### src/rtl/tsctl_consts.svh
// Purpose: Offsets, bit positions, reset values and timing counts
// Assumes: Avalon-MM byte addresses, one 32-bit word per register
// Notes:   Definitions only, no logic
`ifndef TSCTL_CONSTS_SVH
`define TSCTL_CONSTS_SVH

// ---------------------------------------------------------------
// Register byte offsets
// ---------------------------------------------------------------
`define TSCTL_OFF_CTRLP  8'h00
`define TSCTL_OFF_SYNC   8'h04
`define TSCTL_OFF_CTRLT  8'h08
`define TSCTL_OFF_STAT   8'h0c
`define TSCTL_OFF_GAIN   8'h10

// ---------------------------------------------------------------
// Field positions
// ---------------------------------------------------------------
`define TSCTL_BIT_SOFT_RESET  0
`define TSCTL_BIT_ENA    1
`define TSCTL_BIT_RSB    6
`define TSCTL_BIT_FREE   0
`define TSCTL_BIT_EBUSY  1
`define TSCTL_BIT_RBUSY  0
`define TSCTL_BIT_RUN    1
`define TSCTL_BIT_ACT    0

// ---------------------------------------------------------------
// Reset values and timing
// ---------------------------------------------------------------
`define TSCTL_CTRLP_RST  8'h00
`define TSCTL_GAIN_RST   8'h00
`define TSCTL_SYNC_CYC   3

`endif

### src/rtl/tsctl_pkg.sv
// Purpose: Types shared by the sensor control files
// Assumes: One-hot state codes
// Notes:   Constants live in the header
package tsctl_pkg;

	// Sensor-side synchroniser states
	typedef enum logic [2:0]
	{
		SY_IDLE = 3'b001,
		SY_EN   = 3'b010,
		SY_RST  = 3'b100
	} tsctl_sync_t;

	typedef logic [7:0] tsctl_byte_t;

endpackage

### src/rtl/tsctl_top.sv
// Purpose: Primary control of the on-chip temperature sensor
// Assumes: Avalon-MM slave, standby and request inputs on clock
// Notes:   Enable and soft reset reach the sensor after a delay
`timescale 1ns/100ps
`include "tsctl_consts.svh"

module tsctl_top
	import tsctl_pkg::*;
#(
	parameter int SYNC_CYCLES = `TSCTL_SYNC_CYC
)
(
	// Clock and reset
	input  wire logic        clock,
	input  wire logic        rst_n,
	// Avalon-MM slave
	input  wire logic [7:0]  address,
	input  wire logic        read,
	input  wire logic        write,
	input  wire logic [3:0]  byteenable,
	input  wire logic [31:0] writedata,
	output logic      [31:0] readdata,
	output logic             waitrequest,
	// System side
	input  wire logic        writeProtect,
	input  wire logic        standbySleep,
	input  wire logic        periphRequest,
	// Sensor side
	output logic             sensorEnabled,
	output logic             sensorRunning
);

	// ---------------------------------------------------------------
	// Storage
	// ---------------------------------------------------------------
	logic        waitReq_r;
	logic        enable_r;
	logic        run_in_standby_r;
	logic        free_running_r;
	logic        sensorRun_r;
	tsctl_byte_t gain_r;
	logic [31:0] readdata_r;
	logic        enBusy;
	logic        rstBusy;
	logic        rstDone;
	logic        enActual;

	// ---------------------------------------------------------------
	// Bus decode
	// ---------------------------------------------------------------
	// One wait cycle per access keeps read data registered
	wire accFirst = (read || write) && waitReq_r;
	wire wrDo     = write && !waitReq_r && byteenable[0];
	wire selCtrlP = (address == `TSCTL_OFF_CTRLP);
	wire selSync  = (address == `TSCTL_OFF_SYNC);
	wire selCtrlT = (address == `TSCTL_OFF_CTRLT);
	wire selStat  = (address == `TSCTL_OFF_STAT);
	wire selGain  = (address == `TSCTL_OFF_GAIN);

	// Protected writes; control writes not accepted during a soft reset or in its
	// closing cycle, where the clear would race the new value
	wire ctrlWr  = wrDo && selCtrlP && !writeProtect
	               && !rstBusy && !rstDone;
	// A zero in the reset bit starts nothing
	wire swrstWr = ctrlWr
	               && writedata[`TSCTL_BIT_SOFT_RESET];
	wire ctrlLd  = ctrlWr && !writedata[`TSCTL_BIT_SOFT_RESET];
	wire isOff   = !enable_r && !enActual;
	wire tertWr  = wrDo && selCtrlT && !writeProtect
	               && !rstBusy && !rstDone && isOff;
	wire gainWr  = wrDo && selGain && !writeProtect;

	// ---------------------------------------------------------------
	// Next values
	// ---------------------------------------------------------------
	// Reserved bits of the written byte are simply dropped
	logic enable_nxt;
	logic run_in_standby_nxt;
	logic free_running_nxt;
	logic sensorRun_nxt;
	logic waitReq_nxt;
	tsctl_byte_t gain_nxt;
	logic [31:0] readdata_nxt;

	assign enable_nxt   = rstDone ? 1'b0
	                    : ctrlLd ? writedata[`TSCTL_BIT_ENA]
	                    : enable_r;
	assign run_in_standby_nxt = rstDone ? 1'b0
	                    : ctrlLd ? writedata[`TSCTL_BIT_RSB]
	                    : run_in_standby_r;
	assign free_running_nxt  = rstDone ? 1'b0
	                    : tertWr ? writedata[`TSCTL_BIT_FREE]
	                    : free_running_r;
	// Calibration survives soft reset
	assign gain_nxt     = gainWr ? writedata[7:0] : gain_r;
	assign waitReq_nxt  = !accFirst;

	// Run decision from enabled state and sleep policy
	wire stdbyRun = run_in_standby_r
	                && (free_running_r || periphRequest);
	assign sensorRun_nxt = enActual && (!standbySleep || stdbyRun);

	// ---------------------------------------------------------------
	// Read mux
	// ---------------------------------------------------------------
	wire [31:0] rdCtrlP = {25'h0, run_in_standby_r, 4'h0,
	                       enable_r, rstBusy};
	wire [31:0] rdSync  = {30'h0, enBusy, rstBusy};
	wire [31:0] rdCtrlT = {31'h0, free_running_r};
	wire [31:0] rdStat  = {30'h0, sensorRun_r, enActual};
	wire [31:0] rdGain  = {24'h0, gain_r};

	// Unmapped addresses read as zero
	assign readdata_nxt = !(accFirst && read) ? readdata_r
	                    : selCtrlP ? rdCtrlP
	                    : selSync  ? rdSync
	                    : selCtrlT ? rdCtrlT
	                    : selStat  ? rdStat
	                    : selGain  ? rdGain
	                    : 32'h0;

	// ---------------------------------------------------------------
	// Sensor-side handover
	// ---------------------------------------------------------------
	// Enable and reset take effect after the synchroniser delay
	tsctl_sync
	#(
		.SYNC_CYCLES (SYNC_CYCLES)
	)
	u_sync
	(
		.clock    (clock),
		.rst_n    (rst_n),
		.enStart  (ctrlLd),
		.enTarget (writedata[`TSCTL_BIT_ENA]),
		.rstStart (swrstWr),
		.enActual (enActual),
		.enBusy   (enBusy),
		.rstBusy  (rstBusy),
		.rstDone  (rstDone)
	);

	// ---------------------------------------------------------------
	// Registers
	// ---------------------------------------------------------------
	// Control and calibration
	always_ff @(posedge clock)
	begin
		if (!rst_n)
		begin
			enable_r   <= 1'(`TSCTL_CTRLP_RST >> `TSCTL_BIT_ENA);
			run_in_standby_r <= 1'b0;
			free_running_r  <= 1'b0;
			gain_r     <= `TSCTL_GAIN_RST;
		end
		else
		begin
			enable_r   <= enable_nxt;
			run_in_standby_r <= run_in_standby_nxt;
			free_running_r  <= free_running_nxt;
			gain_r     <= gain_nxt;
		end
	end

	// Bus handshake, read data and run state
	always_ff @(posedge clock)
	begin
		if (!rst_n)
		begin
			waitReq_r   <= 1'b1;
			readdata_r  <= 32'h0;
			sensorRun_r <= 1'b0;
		end
		else
		begin
			waitReq_r   <= waitReq_nxt;
			readdata_r  <= readdata_nxt;
			sensorRun_r <= sensorRun_nxt;
		end
	end

	assign readdata      = readdata_r;
	assign waitrequest   = waitReq_r;
	assign sensorEnabled = enActual;
	assign sensorRunning = sensorRun_r;

	// Cycles since the last enable load, saturating; busy must fall
	// exactly when the handover delay has run out
	logic [4:0] sinceLd_r;
	always_ff @(posedge clock)
	begin
		if (!rst_n || ctrlLd)
			sinceLd_r <= 5'h0;
		else if (sinceLd_r != 5'h1f)
			sinceLd_r <= sinceLd_r + 5'h1;
	end
endmodule

### src/rtl/tsctl_sync.sv
// Purpose: Delayed enable and soft reset handover to the sensor side
// Assumes: Requests are single-cycle pulses from the register file
// Notes:   Soft reset pre-empts a pending enable change
`timescale 1ns/100ps
`include "tsctl_consts.svh"

module tsctl_sync
	import tsctl_pkg::*;
#(
	parameter int SYNC_CYCLES = `TSCTL_SYNC_CYC
)
(
	// Clock and reset
	input  wire logic clock,
	input  wire logic rst_n,
	// Requests
	input  wire logic enStart,
	input  wire logic enTarget,
	input  wire logic rstStart,
	// Sensor side state
	output logic      enActual,
	output logic      enBusy,
	output logic      rstBusy,
	output logic      rstDone
);

	localparam logic [3:0] LOAD = 4'(SYNC_CYCLES - 1);

	tsctl_sync_t state_r;
	tsctl_sync_t state_nxt;
	logic [3:0]  cnt_r;
	logic [3:0]  cnt_nxt;
	logic        tgt_r;
	logic        tgt_nxt;
	logic        act_nxt;
	logic        done_nxt;
	wire         cntZero = (cnt_r == 4'h0);
	wire         finish  = !state_r[0] && cntZero
	                       && !rstStart && !enStart;

	// Reset first, then enable, then completion
	always_comb
	begin
		state_nxt = state_r;
		unique case (state_r)
			SY_IDLE, SY_EN, SY_RST:
			begin
				if (rstStart)
					state_nxt = SY_RST;
				else if (enStart && state_r != SY_RST)
					state_nxt = SY_EN;
				else if (finish)
					state_nxt = SY_IDLE;
			end
			default:
				state_nxt = SY_IDLE;
		endcase
	end

	// Countdown and latched target
	assign cnt_nxt  = (rstStart || enStart) ? LOAD
	                : (cntZero ? 4'h0 : cnt_r - 4'h1);
	assign tgt_nxt  = enStart ? enTarget : tgt_r;
	assign act_nxt  = (finish && state_r == SY_EN) ? tgt_r
	                : (finish && state_r == SY_RST) ? 1'b0 : enActual;
	assign done_nxt = finish && state_r == SY_RST;

	// State registers
	always_ff @(posedge clock)
	begin
		if (!rst_n)
		begin
			state_r  <= SY_IDLE;
			cnt_r    <= 4'h0;
			tgt_r    <= 1'b0;
			enActual <= 1'b0;
			rstDone  <= 1'b0;
		end
		else
		begin
			state_r  <= state_nxt;
			cnt_r    <= cnt_nxt;
			tgt_r    <= tgt_nxt;
			enActual <= act_nxt;
			rstDone  <= done_nxt;
		end
	end

	// Busy flags straight from the one-hot bits
	assign enBusy  = state_r[1];
	assign rstBusy = state_r[2];

endmodule

### config.mk
export PLATFORM = sky130hd
export DESIGN_NAME = tsctl_top
export DESIGN_NICKNAME = d
export VERILOG_FILES = /design/src/rtl/tsctl_pkg.sv /design/src/rtl/tsctl_top.sv /design/src/rtl/tsctl_sync.sv
export VERILOG_INCLUDE_DIRS = /design/src /design/src/rtl
export SDC_FILE = /design/constraint.sdc
export NUM_CORES = 1
export LEC_CHECK = 0
export ABC_AREA = 1
export BUFFER_PORTS_ARGS = -buffer_cell sky130_fd_sc_hd__buf_2
export CAP_MARGIN = 20
export CORE_MARGIN = 5
export CORE_UTILIZATION = 45
export DETAILED_ROUTE_END_ITERATION = 7
export GPL_TIMING_DRIVEN = 1
export PLACE_DENSITY = 0.82
export SETUP_SLACK_MARGIN = 0.4
export SYNTH_ARGS = -nofsm -noshare
export SYNTH_HDL_FRONTEND = slang
export SYNTH_SLANG_ARGS = --single-unit
### constraint.sdc
create_clock -name clock -period 1.23 [get_ports clock]
set_input_delay 0.1845 -clock clock [delete_from_list [all_inputs] [get_ports clock]]
set_output_delay 0.1845 -clock clock [all_outputs]
set_load 0.03 [all_outputs]
---- Yosys cells after proc, flatten, opt, wreduce, memory -nomap -nowiden ----
Index checks and enable logic that the tools add are counted.
word-level totals
  register bits ........................... 55
  input port bits ......................... 51
  output and inout bits ................... 35
cells by class
  $add $sub $neg .......................... 1
  equality and inequality tests ........... 8
  mux-type cells .......................... 12
  bitwise operators ....................... 2
  reduce and logical (&&, ||, !) cells .... 52
operators with widths
  operator                                                             count
  8-bit 2-to-1 mux                                                     5
  1-bit logical AND                                                    26
  8-bit by 4-bit == test with 1-bit output (second input constant)     2
  1-bit logical NOT                                                    12
  3-bit 2-to-1 mux                                                     3
  3-bit OR reduction                                                   3
  8-bit by 3-bit == test with 1-bit output (second input constant)     1
  8-bit by 5-bit == test with 1-bit output (second input constant)     1
  8-bit logical NOT                                                    1
  4-bit logical NOT                                                    1
  1-bit logical OR                                                     4
  2-bit 2-to-1 mux                                                     2
  2-bit nonzero test                                                   2
  4-bit by 1-bit subtractor with 4-bit output (second input constant)  1
  3-bit by 1-bit == test with 1-bit output (second input constant)     1
  3-bit by 2-bit == test with 1-bit output (second input constant)     1
  3-bit == test (second input constant)                                1
  3-bit inequality test (second input constant)                        1
  3-bit nonzero test                                                   1
  1-bit 2-to-1 mux                                                     2
  1-bit inverter                                                       2
  2-bit AND reduction                                                  1
  2-bit OR reduction                                                   1

---- Logic depth before layout (Yosys ltp) ----
  depth after elaboration ................. 14
  mapped depth ............................ 9
  depth with buffers taken out ............ 9

---- Hierarchy ----
From an unflattened synthesis, not the netlist that was laid out.
unflattened totals
  cell total of the unflattened synthesis .. 231
  area, all modules ....................... 1,661.6 um2
modules (own cells, without submodules)
  module      instances  cells an instance  area an instance (um2)  sequential area each (um2)
  tsctl_top   1          169                1,197.4                 420.4
  tsctl_sync  1          62                 464.2                   200.2

---- Worst setup path before layout ----
Ideal clock, no wire load.
  kind .................................... register to register
  start point ............................. reg waitReq_r, in the netlist waitrequest
  end point ............................... reg u_sync.cnt_r[2]
  data arrival time ....................... 1.274 ns
  required time ........................... 1.164 ns
  path slack .............................. -0.110 ns
  stages on the path, launching flop included .. 8
  clock period less this slack ............ 1.340 ns
  cells stage by stage .................... dfxtp_1 > nor2_1 > nand2_2 > nor2_4 > nand2_4 > nand2_2 > or2_4 > a21oi_2
between the ends
  cells in the longest elaborated chain, start to end .. 10
  elaborated cells on any way between the ends .. 11
  classes of those cells .................. reduce/logical (11)
RTL lines
  item                                         line                              RTL
  start, declared                              tsctl_top.sv:36                   logic waitReq_r;
  start signal, assigned                       tsctl_top.sv:176                  waitReq_r <= waitReq_nxt;
  1-bit logical NOT *                          tsctl_top.sv:53                   wire wrDo = write && !waitReq_r && byteenable[0];
  1-bit logical AND * (2 in a row)             tsctl_top.sv:53
  1-bit logical AND * (2 in a row)             tsctl_top.sv:62                   wire ctrlWr = wrDo && selCtrlP && !writeProtect
  1-bit logical AND * (2 in a row)             tsctl_top.sv:63                   && !rstBusy && !rstDone;
  1-bit logical AND, on equally long branches  tsctl_top.sv:65, tsctl_top.sv:67
  1-bit logical OR *                           tsctl_sync.sv:61                  assign cnt_nxt = (rstStart || enStart) ? LOAD
  3-bit OR reduction (no line) *               -
  end signal, assigned                         tsctl_sync.sv:82                  cnt_r <= cnt_nxt;
  end, declared                                tsctl_sync.sv:31                  logic [3:0] cnt_r;
Every way passes the cells marked *; elsewhere a longest branch is shown, timed or not.
A chain may end at the register's enable or synchronous reset.

---- Worst setup path after layout ----
  start point ............................. reg waitReq_r, in the netlist waitrequest
  end point ............................... reg u_sync.enActual
between the ends
  cells in the longest elaborated chain, start to end .. 13
  elaborated cells on any way between the ends .. 17
  classes of those cells .................. mux (1); reduce/logical (16)
RTL lines
  item                                                           line                                RTL
  1-bit logical NOT *                                            tsctl_top.sv:53
  1-bit logical AND * (2 in a row)                               tsctl_top.sv:53
  1-bit logical AND * (2 in a row)                               tsctl_top.sv:62
  1-bit logical AND * (2 in a row)                               tsctl_top.sv:63
  1-bit logical AND                                              tsctl_top.sv:65                     wire swrstWr = ctrlWr
  1-bit logical NOT                                              tsctl_sync.sv:39                    && !rstStart && !enStart;
  1-bit logical AND                                              tsctl_sync.sv:39
  1-bit logical AND *                                            tsctl_sync.sv:39
  1-bit logical AND, on equally long branches                    tsctl_sync.sv:64, tsctl_sync.sv:65
  1-bit 2-to-1 mux / 2-bit nonzero test (equally long branches)  -
  end signal, assigned                                           tsctl_sync.sv:84                    enActual <= act_nxt;
  end, declared                                                  tsctl_sync.sv:21                    output logic enActual,
Marks and branches as above.

==> results.tsv <==
metric	value	unit
total CTS buffers	5	
Crit Path Max Fanout	7	
Top delay family on crit path	simple AND/OR/NAND/NOR gates	
slowest cell on the critical path	dfxtp_4	
Final Hold Vio Count	0	
Worst Clk Skew	0.005481	ns
PD cells	1006	nW/um^2
Via density	5.039	
Buf/Inv on CP	0	
clk sinks	31	
cts hold-fix bufs	0	
Die Width	71.40	um
Worst-path clk slew	0.07	ns
Leak Pwr	1.140	nW
Clock Latency Late Sink	0.29	ns
final instance area	2447	um^2
post-synth cell types	32	
Synth top area share	0.3658	
post-synthesis average cell area	7.474	um^2
Final #Nets	333	
initial antenna violation count	0	
area delta synth->final	44.25	%
Max Cap Viol	0	
sequential area share after synthesis	0.3658	
most numerous cell in the Yosys netlist	nand2_1	
Setup crit start kind	flip-flop	
Slew Limit Fails	0	
Final Critical Period	1.210	ns
Post-synth ARST share	0	
Synth Instances	227	
port bufs	34	
DPL Wire Length	2809	um
die height	71.40	um
Yosys Warn Count	0	
Antenna Violating Nets Remaining	0	
status	completed	
GRT Overall Usage	0.1502	
Synth top cells by count	nand2_1, dfxtp_1, inv_1	
die footprint	5098	um^2
routability congestion estimate	0.7681	
Mapped Area	1697	um^2
top cells by area, synth	dfxtp_1, buf_4, nand2_1	
Peak VDD IR	848.5	uV
Cell Rows	22	
Initial Util	0.4634	
met1 GRT Util	0.1648	
ys flop type	dfxtp_1	
DR WL/cell	13.61	um
Final period util	0.9836	
RSZ-0062 raised after global routing	yes	
Via Count	1668	
largest net degree at the start of global routing	12	
Post-synth EDFFs	0	
htree depth	2	
Top-Level Pins	86	
# fillers	298	
cell area after placement	1907	um^2
CP peak stage delay	0.36	ns
Worst Setup End Kind	flip-flop	
Crit path arrival time	1.42	ns
Hold Path Class	in2reg	
drt pass-1 iters	4	
drc violations	0	
Antenna Cells	0	
most crowded layer after global routing	met2	
layout cell share with drive strength beyond 1	0.5371	
Highest Clock Rate	826.6	MHz
flops & latches, synth	31	
critical path class	reg2reg	
CTS max path bufs	2	
critical path, cell by cell	nor2_4 > nand2_4 > nor2_4 > nand2_4 > nand3b_4 > nand2_2 > a21oi_2	
TritonCTS clock tree	done	
CORE AREA	3661	um^2
M2 GR Usage	0.2765	
clk root buf	clkbuf_8	
1st-iter DRT viols	84	
vias in the first global route	1477	
required time of the critical path	1.44	ns
total gr overflow	0	
Yosys top cell by area	dfxtp_1	
Routed WL	4505	um
final setup TNS	0	ns
first-pass GRT wire length	6210	um
Setup-failing EPs final	0	
grt met3 use	0.04067	
## power breakdown
part           internal [W]  leakage, nW  switching (W)
clock network      0.000509       0.0505       0.000397
registers           0.00102        0.258      0.0000264
logic              0.000172        0.832       0.000336
## final timing paths
path	start	to	slack, ns	cells after the start
worst max-delay path	waitrequest	u_sync.enActual	0.02	7
worst min-delay path	standbySleep	sensorRunning	0.06	2
worst max register to register	waitrequest	u_sync.enActual	0.02	7
worst min register to register	u_sync.cnt_r[0]	u_sync.cnt_r[0]	0.46	1
## metrics by stage
stage                     cells  hold WS (ns)  power, W  worst slack, ns    util
after floorplan             250        0.2769  0.001404          0.05212       -
after global placement      314        0.3611  0.001437         -0.01006  0.5208
after detailed placement    314        0.3654  0.001446         -0.02173  0.5208
after CTS                   327       0.05523  0.002361          0.06928  0.6022
after global routing        331       0.05954  0.002565         -0.06351  0.6685
final                       331       0.06164  0.002462          0.02018  0.6685
## layout make-up
class	instances	area, um^2	area share
clock buffers	7	96.34	0.03937
repair buffers	51	411.6	0.1682
inverters	30	133.9	0.05470
well taps	48	60.06	0.02454
clock inverters	1	7.507	0.003067
flip-flops and latches	31	648.1	0.2648
multi-input cells	163	1090	0.4453
## registers in the layout, summed over array words and instances (netlist names)
name	count
sensorRunning	1
u_sync.rstDone	1
u_sync.tgt_r	1
free_running_r	1
gain_r	8
readdata	8
enable_r	1
u_sync.cnt_r	4
run_in_standby_r	1
u_sync.state_r	3
u_sync.enActual	1
waitrequest	1
## repair_timing
item | in CTS | in global routing
setup buffers | 4 | 4
setup endpoints to repair | 40 | 40
pin swaps | 13 | 20
gates cloned | 1 | 0
gates resized for setup | 50 | 58
## per-layer routing
layer  up-vias  routed length, um  share of wire
met4         0                 98          0.022
met2        82               2441           0.54
met5         -                  0              0
met3        12                361          0.080
met1       786               1603           0.36
li1        788                  -              -
## worst register-to-register path, stage by stage (launching register included)
cell and delay (ns):
dfxtp_4 0.36, nor2_4 0.09, nand2_4 0.08, nor2_4 0.18, nand2_4 0.14, nand3b_4 0.12
nand2_2 0.06, a21oi_2 0.11
## cell usage in the layout, fill, tap and decap left out, types with 7 or more instances in the layout
master	Yosys	final
clkbuf_8	0	7
nor2_1	25	13
inv_1	26	23
nand3_1	15	10
dfxtp_1	31	17
conb_1	1	24
buf_4	24	12
nand2_4	2	10
o21ai_0	15	9
nor2_2	4	9
nand2_2	7	10
buf_6	0	13
a21oi_2	5	14
dfxtp_2	0	10
nand2_1	32	21
buf_2	1	23
nor2_4	4	12
## logic make-up (layout without fill, tap and decap cells)
kind of cell | count (synthesis) | in the layout | share of synthesized area
simple gates | 99 | 100 | 0.3112
buf+inv | 57 | 89 | 0.1807
compound gates | 39 | 39 | 0.1401
flops | 31 | 31 | 0.3658
other cells | 1 | 24 | 0.002210
Power figures use the tool's default switching activity.
